**src/shared/ssr_pkg.sv**
```systemverilog
// constants and types of the status and event reporting block
`default_nettype none

package ssr_pkg;

	localparam int          ERRQ_DEPTH = 8;
	localparam logic [3:0]  ERRQ_LAST  = 4'h7;
	localparam logic [3:0]  ERRQ_FULL  = 4'h8;
	localparam logic [3:0]  CNT_RST    = 4'h0;
	localparam logic [2:0]  PTR_RST    = 3'h0;
	localparam logic [15:0] WORD_RST   = 16'h0000;
	localparam logic [7:0]  BYTE_RST   = 8'h00;
	localparam logic [7:0]  STD_RST    = 8'h80;
	localparam logic [15:0] EN_USED    = 16'h7fff;
	localparam logic [7:0]  SRE_USED   = 8'hbf;
	localparam logic [7:0]  STD_USED   = 8'hfd;

	localparam int WB_VOLT = 0;
	localparam int WB_CURR = 1;
	localparam int WB_OVP  = 9;

	localparam int SB_ERRQ = 2;
	localparam int SB_WARN = 3;
	localparam int SB_OUT  = 4;
	localparam int SB_EVT  = 5;
	localparam int SB_SRV  = 6;
	localparam int SB_ACT  = 7;

	localparam int SE_DONE   = 0;
	localparam int SE_QUERY  = 2;
	localparam int SE_DEVICE = 3;
	localparam int SE_EXEC   = 4;
	localparam int SE_PARSE  = 5;
	localparam int SE_BUTTON = 6;

	// error codes in two's complement: -350, -100, -200, -300, -400, -500
	localparam logic signed [15:0] ERR_NONE = 16'sh0000;
	localparam logic signed [15:0] ERR_OVF  = 16'shfea2;
	localparam logic signed [15:0] PARSE_HI = 16'shff9c;
	localparam logic signed [15:0] EXEC_HI  = 16'shff38;
	localparam logic signed [15:0] DEV_HI   = 16'shfed4;
	localparam logic signed [15:0] QUERY_HI = 16'shfe70;
	localparam logic signed [15:0] QUERY_LO = 16'shfe0c;

	typedef enum logic [4:0] {
		OP_NONE   = 5'h00,
		OP_CLS    = 5'h01,
		OP_ARM    = 5'h02,
		OP_ESR_Q  = 5'h03,
		OP_ESE_W  = 5'h04,
		OP_ESE_Q  = 5'h05,
		OP_SRE_W  = 5'h06,
		OP_SRE_Q  = 5'h07,
		OP_STB_Q  = 5'h08,
		OP_WCND_Q = 5'h09,
		OP_WEVT_Q = 5'h0a,
		OP_WEN_W  = 5'h0b,
		OP_WEN_Q  = 5'h0c,
		OP_ACND_Q = 5'h0d,
		OP_AEVT_Q = 5'h0e,
		OP_AEN_W  = 5'h0f,
		OP_AEN_Q  = 5'h10,
		OP_PRESET = 5'h11,
		OP_ERR_Q  = 5'h12
	} ssr_op_type;

	typedef struct packed {
		logic        valid;
		ssr_op_type  op;
		logic [15:0] data;
	} ssr_cmd_type;

	typedef struct packed {
		logic        valid;
		logic [15:0] data;
	} ssr_rsp_type;

	typedef struct packed {
		logic button;
		logic ovp;
		logic curr;
		logic volt;
	} ssr_pins_type;

endpackage

`default_nettype wire

```
**src/ssr_status_core.sv**
```systemverilog
// status registers, summary byte and error queue of the instrument
`timescale 1ns/1ps
`default_nettype none

module ssr_status_core (
	input  wire logic                  mclk,
	input  wire logic                  rst,
	input  wire ssr_pkg::ssr_cmd_type  cmd,
	input  wire logic                  msg_start,
	input  wire logic                  resp_put,
	input  wire logic                  resp_taken,
	input  wire logic                  err_put,
	input  wire logic signed [15:0]    err_code,
	input  wire logic                  ops_busy,
	input  wire ssr_pkg::ssr_pins_type pins,
	output var ssr_pkg::ssr_rsp_type   rsp,
	output logic [7:0]                 summary_byte,
	output logic                       srq
);

	// ----------------------------------------
	// command decode
	// ----------------------------------------

	wire logic is_cls    = cmd.valid && (cmd.op == ssr_pkg::OP_CLS);
	wire logic is_arm    = cmd.valid && (cmd.op == ssr_pkg::OP_ARM);
	wire logic is_esr_q  = cmd.valid && (cmd.op == ssr_pkg::OP_ESR_Q);
	wire logic is_ese_w  = cmd.valid && (cmd.op == ssr_pkg::OP_ESE_W);
	wire logic is_ese_q  = cmd.valid && (cmd.op == ssr_pkg::OP_ESE_Q);
	wire logic is_sre_w  = cmd.valid && (cmd.op == ssr_pkg::OP_SRE_W);
	wire logic is_sre_q  = cmd.valid && (cmd.op == ssr_pkg::OP_SRE_Q);
	wire logic is_stb_q  = cmd.valid && (cmd.op == ssr_pkg::OP_STB_Q);
	wire logic is_wcnd_q = cmd.valid && (cmd.op == ssr_pkg::OP_WCND_Q);
	wire logic is_wevt_q = cmd.valid && (cmd.op == ssr_pkg::OP_WEVT_Q);
	wire logic is_wen_w  = cmd.valid && (cmd.op == ssr_pkg::OP_WEN_W);
	wire logic is_wen_q  = cmd.valid && (cmd.op == ssr_pkg::OP_WEN_Q);
	wire logic is_acnd_q = cmd.valid && (cmd.op == ssr_pkg::OP_ACND_Q);
	wire logic is_aevt_q = cmd.valid && (cmd.op == ssr_pkg::OP_AEVT_Q);
	wire logic is_aen_w  = cmd.valid && (cmd.op == ssr_pkg::OP_AEN_W);
	wire logic is_aen_q  = cmd.valid && (cmd.op == ssr_pkg::OP_AEN_Q);
	wire logic is_preset = cmd.valid && (cmd.op == ssr_pkg::OP_PRESET);
	wire logic is_err_q  = cmd.valid && (cmd.op == ssr_pkg::OP_ERR_Q);

	wire logic clr_warn = is_wevt_q || is_cls;
	wire logic clr_act  = is_aevt_q || is_cls;
	wire logic clr_se   = is_esr_q || is_cls;

	// ----------------------------------------
	// pin synchronisers
	// ----------------------------------------

	ssr_pkg::ssr_pins_type sync1_reg;
	ssr_pkg::ssr_pins_type sync2_reg;
	logic                  btn_prev_reg;

	always_ff @(posedge mclk) begin
		if (rst) begin
			sync1_reg    <= '0;
			sync2_reg    <= '0;
			btn_prev_reg <= 1'b0;
		end else begin
			sync1_reg    <= pins;
			sync2_reg    <= sync1_reg;
			btn_prev_reg <= sync2_reg.button;
		end
	end

	wire logic btn_rise = sync2_reg.button && !btn_prev_reg;

	// ----------------------------------------
	// warning and activity groups
	// ----------------------------------------

	logic [15:0] warn_cond_reg;
	logic [15:0] warn_cond_next;
	logic [15:0] warn_evt_reg;
	logic [15:0] warn_evt_next;
	logic [15:0] warn_en_reg;
	logic [15:0] warn_en_next;
	logic [15:0] act_evt_reg;
	logic [15:0] act_evt_next;
	logic [15:0] act_en_reg;
	logic [15:0] act_en_next;

	always_comb begin
		warn_cond_next                  = ssr_pkg::WORD_RST;
		warn_cond_next[ssr_pkg::WB_VOLT] = sync2_reg.volt;
		warn_cond_next[ssr_pkg::WB_CURR] = sync2_reg.curr;
		warn_cond_next[ssr_pkg::WB_OVP]  = sync2_reg.ovp;
	end

	wire logic [15:0] act_cond  = ssr_pkg::WORD_RST;
	wire logic [15:0] warn_rise = warn_cond_next & ~warn_cond_reg;

	// set wins over the read clear
	assign warn_evt_next = (warn_evt_reg & ~{16{clr_warn}}) | warn_rise;
	assign act_evt_next  = act_evt_reg & ~{16{clr_act}};

	assign warn_en_next = is_preset ? ssr_pkg::WORD_RST :
		is_wen_w ? (cmd.data & ssr_pkg::EN_USED) : warn_en_reg;
	assign act_en_next  = is_preset ? ssr_pkg::WORD_RST :
		is_aen_w ? (cmd.data & ssr_pkg::EN_USED) : act_en_reg;

	always_ff @(posedge mclk) begin
		if (rst) begin
			warn_cond_reg <= ssr_pkg::WORD_RST;
			warn_evt_reg  <= ssr_pkg::WORD_RST;
			warn_en_reg   <= ssr_pkg::WORD_RST;
			act_evt_reg   <= ssr_pkg::WORD_RST;
			act_en_reg    <= ssr_pkg::WORD_RST;
		end else begin
			warn_cond_reg <= warn_cond_next;
			warn_evt_reg  <= warn_evt_next;
			warn_en_reg   <= warn_en_next;
			act_evt_reg   <= act_evt_next;
			act_en_reg    <= act_en_next;
		end
	end

	// ----------------------------------------
	// error queue
	// ----------------------------------------

	logic [15:0] errq_reg [ssr_pkg::ERRQ_DEPTH];
	logic [2:0]  wr_ptr_reg;
	logic [2:0]  rd_ptr_reg;
	logic [3:0]  cnt_reg;
	logic [3:0]  cnt_next;
	logic        ovf_reg;

	wire logic q_pop     = is_err_q && (cnt_reg != ssr_pkg::CNT_RST);
	wire logic q_push    = err_put && (err_code != ssr_pkg::ERR_NONE) && !ovf_reg;
	wire logic full_soon = (cnt_reg == ssr_pkg::ERRQ_LAST) && !q_pop;
	wire logic signed [15:0] q_data = full_soon ? ssr_pkg::ERR_OVF : err_code;
	wire logic ovf_next  = (ovf_reg && !q_pop) || (q_push && full_soon);

	assign cnt_next = cnt_reg + {3'h0, q_push} - {3'h0, q_pop};

	for (genvar i = 0; i < ssr_pkg::ERRQ_DEPTH; i++) begin : g_errq
		always_ff @(posedge mclk) begin
			if (rst) begin
				errq_reg[i] <= ssr_pkg::WORD_RST;
			end else if (q_push && (wr_ptr_reg == 3'(i))) begin
				errq_reg[i] <= q_data;
			end
		end
	end

	always_ff @(posedge mclk) begin
		if (rst) begin
			wr_ptr_reg <= ssr_pkg::PTR_RST;
			rd_ptr_reg <= ssr_pkg::PTR_RST;
			cnt_reg    <= ssr_pkg::CNT_RST;
			ovf_reg    <= 1'b0;
		end else begin
			wr_ptr_reg <= wr_ptr_reg + {2'h0, q_push};
			rd_ptr_reg <= rd_ptr_reg + {2'h0, q_pop};
			cnt_reg    <= cnt_next;
			ovf_reg    <= ovf_next;
		end
	end

	// error class to standard event bit
	wire logic cls_parse = q_push && (q_data <= ssr_pkg::PARSE_HI) && (q_data > ssr_pkg::EXEC_HI);
	wire logic cls_exec  = q_push && (q_data <= ssr_pkg::EXEC_HI) && (q_data > ssr_pkg::DEV_HI);
	wire logic cls_dev   = q_push && (q_data <= ssr_pkg::DEV_HI) && (q_data > ssr_pkg::QUERY_HI);
	wire logic cls_query = q_push && (q_data <= ssr_pkg::QUERY_HI) && (q_data > ssr_pkg::QUERY_LO);

	// ----------------------------------------
	// standard event register and masks
	// ----------------------------------------

	logic [7:0] se_reg;
	logic [7:0] se_next;
	logic [7:0] se_set;
	logic [7:0] ese_reg;
	logic [7:0] sre_reg;
	logic       arm_reg;
	logic       out_reg;

	wire logic ops_done = arm_reg && !ops_busy;

	always_comb begin
		se_set                     = ssr_pkg::BYTE_RST;
		se_set[ssr_pkg::SE_DONE]   = ops_done;
		se_set[ssr_pkg::SE_QUERY]  = cls_query;
		se_set[ssr_pkg::SE_DEVICE] = cls_dev;
		se_set[ssr_pkg::SE_EXEC]   = cls_exec;
		se_set[ssr_pkg::SE_PARSE]  = cls_parse;
		se_set[ssr_pkg::SE_BUTTON] = btn_rise;
	end

	// bit 1 forced low
	assign se_next = ((se_reg & ~{8{clr_se}}) | se_set) & ssr_pkg::STD_USED;

	// a new arm wins over completion, so it is not lost
	wire logic       arm_next = is_arm || (arm_reg && !ops_done);
	wire logic [7:0] ese_next = is_ese_w ? cmd.data[7:0] : ese_reg;
	wire logic [7:0] sre_next = is_sre_w ? (cmd.data[7:0] & ssr_pkg::SRE_USED) : sre_reg;
	wire logic out_next = resp_put || (out_reg && !resp_taken && !msg_start);

	always_ff @(posedge mclk) begin
		if (rst) begin
			se_reg  <= ssr_pkg::STD_RST;
			ese_reg <= ssr_pkg::BYTE_RST;
			sre_reg <= ssr_pkg::BYTE_RST;
			arm_reg <= 1'b0;
			out_reg <= 1'b0;
		end else begin
			se_reg  <= se_next;
			ese_reg <= ese_next;
			sre_reg <= sre_next;
			arm_reg <= arm_next;
			out_reg <= out_next;
		end
	end

	// ----------------------------------------
	// summary byte and service request
	// ----------------------------------------

	logic [7:0] sb_next;
	logic [7:0] summary_reg;
	logic       srq_reg;

	always_comb begin
		sb_next                  = ssr_pkg::BYTE_RST;
		sb_next[ssr_pkg::SB_ERRQ] = (cnt_reg != ssr_pkg::CNT_RST);
		sb_next[ssr_pkg::SB_WARN] = |(warn_evt_reg & warn_en_reg);
		sb_next[ssr_pkg::SB_OUT]  = out_reg;
		sb_next[ssr_pkg::SB_EVT]  = |(se_reg & ese_reg);
		sb_next[ssr_pkg::SB_ACT]  = |(act_evt_reg & act_en_reg);
		sb_next[ssr_pkg::SB_SRV]  = |(sb_next & sre_reg);
	end

	always_ff @(posedge mclk) begin
		if (rst) begin
			summary_reg <= ssr_pkg::BYTE_RST;
			srq_reg     <= 1'b0;
		end else begin
			summary_reg <= sb_next;
			srq_reg     <= sb_next[ssr_pkg::SB_SRV];
		end
	end

	// ----------------------------------------
	// query answers
	// ----------------------------------------

	ssr_pkg::ssr_rsp_type rsp_reg;

	wire logic rsp_valid_next = is_esr_q || is_ese_q || is_sre_q || is_stb_q ||
		is_wcnd_q || is_wevt_q || is_wen_q || is_acnd_q || is_aevt_q ||
		is_aen_q || is_err_q;

	wire logic [15:0] rsp_data_next =
		is_esr_q  ? {8'h00, se_reg} :
		is_ese_q  ? {8'h00, ese_reg} :
		is_sre_q  ? {8'h00, sre_reg} :
		is_stb_q  ? {8'h00, summary_reg} :
		is_wcnd_q ? warn_cond_reg :
		is_wevt_q ? warn_evt_reg :
		is_wen_q  ? warn_en_reg :
		is_acnd_q ? act_cond :
		is_aevt_q ? act_evt_reg :
		is_aen_q  ? act_en_reg :
		q_pop     ? errq_reg[rd_ptr_reg] :
		ssr_pkg::WORD_RST;

	always_ff @(posedge mclk) begin
		if (rst) begin
			rsp_reg <= '0;
		end else begin
			rsp_reg.valid <= rsp_valid_next;
			rsp_reg.data  <= rsp_data_next;
		end
	end

	assign rsp          = rsp_reg;
	assign summary_byte = summary_reg;
	assign srq          = srq_reg;
endmodule

`default_nettype wire

```
**config.mk**
```make
export PLATFORM = sky130hd
export DESIGN_NAME = ssr_status_core
export DESIGN_NICKNAME = d
export VERILOG_FILES = /design/src/shared/ssr_pkg.sv /design/src/ssr_status_core.sv
export SDC_FILE = /design/constraint.sdc
export NUM_CORES = 1
export LEC_CHECK = 0
export BUFFER_PORTS_ARGS = -buffer_cell sky130_fd_sc_hd__buf_2
export CORE_MARGIN = 1.5
export CORE_UTILIZATION = 40
export DETAILED_ROUTE_END_ITERATION = 10
export SYNTH_ARGS = -nofsm -noshare
export SYNTH_HDL_FRONTEND = slang
export SYNTH_SLANG_ARGS = --single-unit
```
**constraint.sdc**
```tcl
create_clock -name mclk -period 3.6 [get_ports mclk]
set_clock_uncertainty 0.15 [all_clocks]
set_input_delay 0 -clock mclk [delete_from_list [all_inputs] [get_ports mclk]]
set_output_delay 0 -clock mclk [all_outputs]
set_load 0.1 [all_outputs]
```
==> flow_summary.yaml <==
floorplan:
  die_h_um: 172
  die_x_um: 172
  core_area_sq_um: 27900
  die_area_sq_um: 29500
  num_rows: 61
  io-pin-count: 75
  initial_core_util_pct: 40.9
critical_path:
  cp.required_ns: 3.94
  cp.arrival_ns: 3.73
  crit_buf_inv: 4
  reg2regPathDepth: 9
  critPathLaunch: "cmd[17]"
  crit_path_end_kind: "flip-flop"
  max_stage_delay_ns: 0.59
  cp_max_fo: 24
  path_common_cell: "dlygate4sd3_1"
  cp.depth: 9
  cp_top_family: "buffers and inverters"
  cp-endpoint: "se_reg[2]$_SDFF_PP0_"
  rrSetupSlack_ns: 0.33
  cpMaxStageDelayCell: "dlygate4sd3_1"
  rr_startpoint: "cnt_reg[3]$_SDFF_PP0_"
  path_class: "in2reg"
  r2r_end: "se_reg[2]$_SDFF_PP0_"
  path_cells: "dlygate4sd3_1 > buf_2 > nor2b_1 > a21o_1 > a31oi_1 > a2111o_1 > dlygate4sd3_1 > o31ai_1 > dlygate4sd3_1"
  cp-start-kind: "input pin"
drt:
  wl_mm: 32.9
  via_count: 8757
  wl_met2_mm: 15.3
  firstDrtPassIters: 6
  drt_iter0_drc: 870
  viasPerCell: 5.61
  wl_met3_mm: 2.12
  drt-met1-wl_mm: 14.3
  dr.max_layer_used: "met4"
  avgRoutedWirePerCell_um: 21.1
  postRouteAntennaNets: 0
  drc: 0
yosys:
  synth-xor-area-share_pct: 0.308
  synth_fa_ha_area_share_pct: 1.28
  synth-simple-area-share_pct: 18.0
  ys_seq_area_share_pct: 57.0
  synth_edf_count: 128
  synth_compound_area_share_pct: 11.3
  synthArstFlopShare_pct: 0
  synthCells: 1039
  ys_types: 70
  synth.cell_area_sq_um: 11400
  synth-seq-cells: 260
  synthMuxAreaShare_pct: 8.62
  synthFlopType: "dfxtp_1"
  avgSynthCellArea_sq_um: 11.0
  synth_top_family_by_area: "simple AND/OR/NAND/NOR gates"
  ys.warnings.count: 0
global_route:
  grt_usage_pct: 22.5
  globalRouteOverflowTotal: 0
  antenna_found_initial: 0
  grt_pass1_wl_mm: 49.6
  grt_max_degree: 51
  first_global_vias: 8355
sta:
  finalMaxSlewViolations: 0
  setup_viol: 0
  tns_ns: 0
  period_needed_ns: 3.38
  tightest_slew_ns: 0.921
  grt_setup_unrepaired: "no"
  max_freq_mhz: 296
  relSlewSlack_pct: 38.2
  period_share_pct: 94.0
  hold_viol_final: 0
finish:
  multi_input_comb_area_sq_um: 4550
  layout.cells.non_filler: 1561
  layout-drive-gt1-share_pct: 18.3
  nets: 1220
  num_antenna_cells: 0
  n_fill_cell: 2545
  largest_register_ffs: 128
  register_area_sq_um: 6490
  syn2layout_area_growth_pct: 20.3
job:
  drv_cap: 0
place:
  gp_congestion: 0.932
  place_hpwl_mm: 21.6
  dp.cells: 1453
  port_buffers: 71
clock_tree:
  clock-sinks: 260
  cts_tree: "yes"
  clk_path_buf_depth: 3
  htree_levels: 1
  path_clk_slew_ns: 0.06
  root_buffer: "clkbuf_16"
  clock_latency_ns: 0.56
  cts_buffers: 29
hold_path:
  hp-class: "in2reg"
power_and_ir_drop:
  leakage_nw: 5.12
  power_w: 0.00688
  pwr_density_cell_nw_per_um2: 502
  ir_worst_vdd_uv: 382
status:
  status: "finished clean"
logic make-up after synthesis:
kind of cell	count (synthesis)
DFF	260
xor gates and xnor gates	4
buffers and inverters	86
adders and majority gates	11
AOI/OAI and AO/OA	189
other	1
and+or+nand+nor	432
muxes	56
stage by stage:
stage	hold WS (ns)	setup WS [ns]	area, sq um	util [%]
after global routing	0.0646	0.0295	13700	49.2
after floorplan	-0.0326	0.382	11400	-
final	0.0453	0.217	13700	49.2
after CTS	0.0348	0.155	13700	49.1
after detailed placement	0.0669	0.709	12200	43.6
after global placement	0.0557	0.787	12200	43.6
where the power goes:
group	leakage, nW	switching (W)	internal (W)
sequential	2.40	0.0000561	0.00321
clock	0.494	0.00121	0.00184
combinational	2.23	0.000353	0.000198
cells in the final DEF (no fill, tap or decap), types with 13 or more instances in the layout:
cell type,count
a22oi_1,37
buf_2,71
nor2_1,180
nand2_1,107
mux4_2,32
mux2_2,16
inv_1,22
edfxtp_1,128
nor2b_1,26
dfxtp_1,131
dlygate4sd3_1,54
a31oi_1,13
o21ai_0,14
buf_4,28
nand3_1,23
and2_1,30
a21oi_1,63
clkbuf_16,29
nand4_1,14
how the worst min path moves through the flow:
stage	start	to	slack, ns	cells past startpoint
6_report	pins[3]	sync1_reg[3]$_SDFF_PP0_	0.05	3
4_1_cts	pins[3]	sync1_reg[3]$_SDFF_PP0_	0.03	3
2_1_floorplan	resp_put	out_reg$_SDFF_PP0_	-0.03	2
5_1_grt	pins[0]	sync1_reg[0]$_SDFF_PP0_	0.06	3
3_5_place_dp	resp_put	out_reg$_SDFF_PP0_	0.07	3
3_3_place_gp	resp_put	out_reg$_SDFF_PP0_	0.06	3
worst min-delay path: cells and delay by family:
kind | cells | cell delay, ns
and+or+nand+nor | 1 | 0.10
buffers and inverters | 2 | 0.60
routing by layer:
metal,track usage [%],vias up
met5,0,-
met4,7.63,0
met3,2.83,71
met2,36.8,368
met1,30.9,4295
li1,-,4023
what timing repair did:
action	4_1_cts	5_1_grt
hold buffers	54	0
hold endpoints to repair	196	0
setup endpoints to repair	0	1
setup buffers	0	0
resized for setup	0	1
area by class of cell:
type,count,share of cell area (%)
clock buffer,42,6.17
clock inverter,12,1.09
inverter,22,0.603
multi-input combinational,694,33.2
sequential,260,47.4
tap,378,3.45
timing repair buffer,153,8.08
cells in the mapped netlist (6+ instances only):
master	count	share of area, %
buf_1	7	0.23
buf_2	16	0.70
nand4_2	6	0.66
nor2_1	180	5.9
inv_1	22	0.73
clkbuf_1	31	1.0
o21ai_0	18	0.79
nor3_1	6	0.26
mux2_2	16	1.6
mux2i_1	8	0.70
nor4_1	6	0.33
a21oi_1	63	2.8
a22oi_1	37	2.4
edfxtp_1	128	34
nand3_1	23	1.0
and2_1	30	1.6
nor2b_1	26	1.4
nand2_1	107	3.5
ha_1	10	1.1
nand4_1	14	0.77
a31oi_1	13	0.71
dfxtp_1	132	23
mux4_2	32	6.3
(Power assumes the default switching activity.)
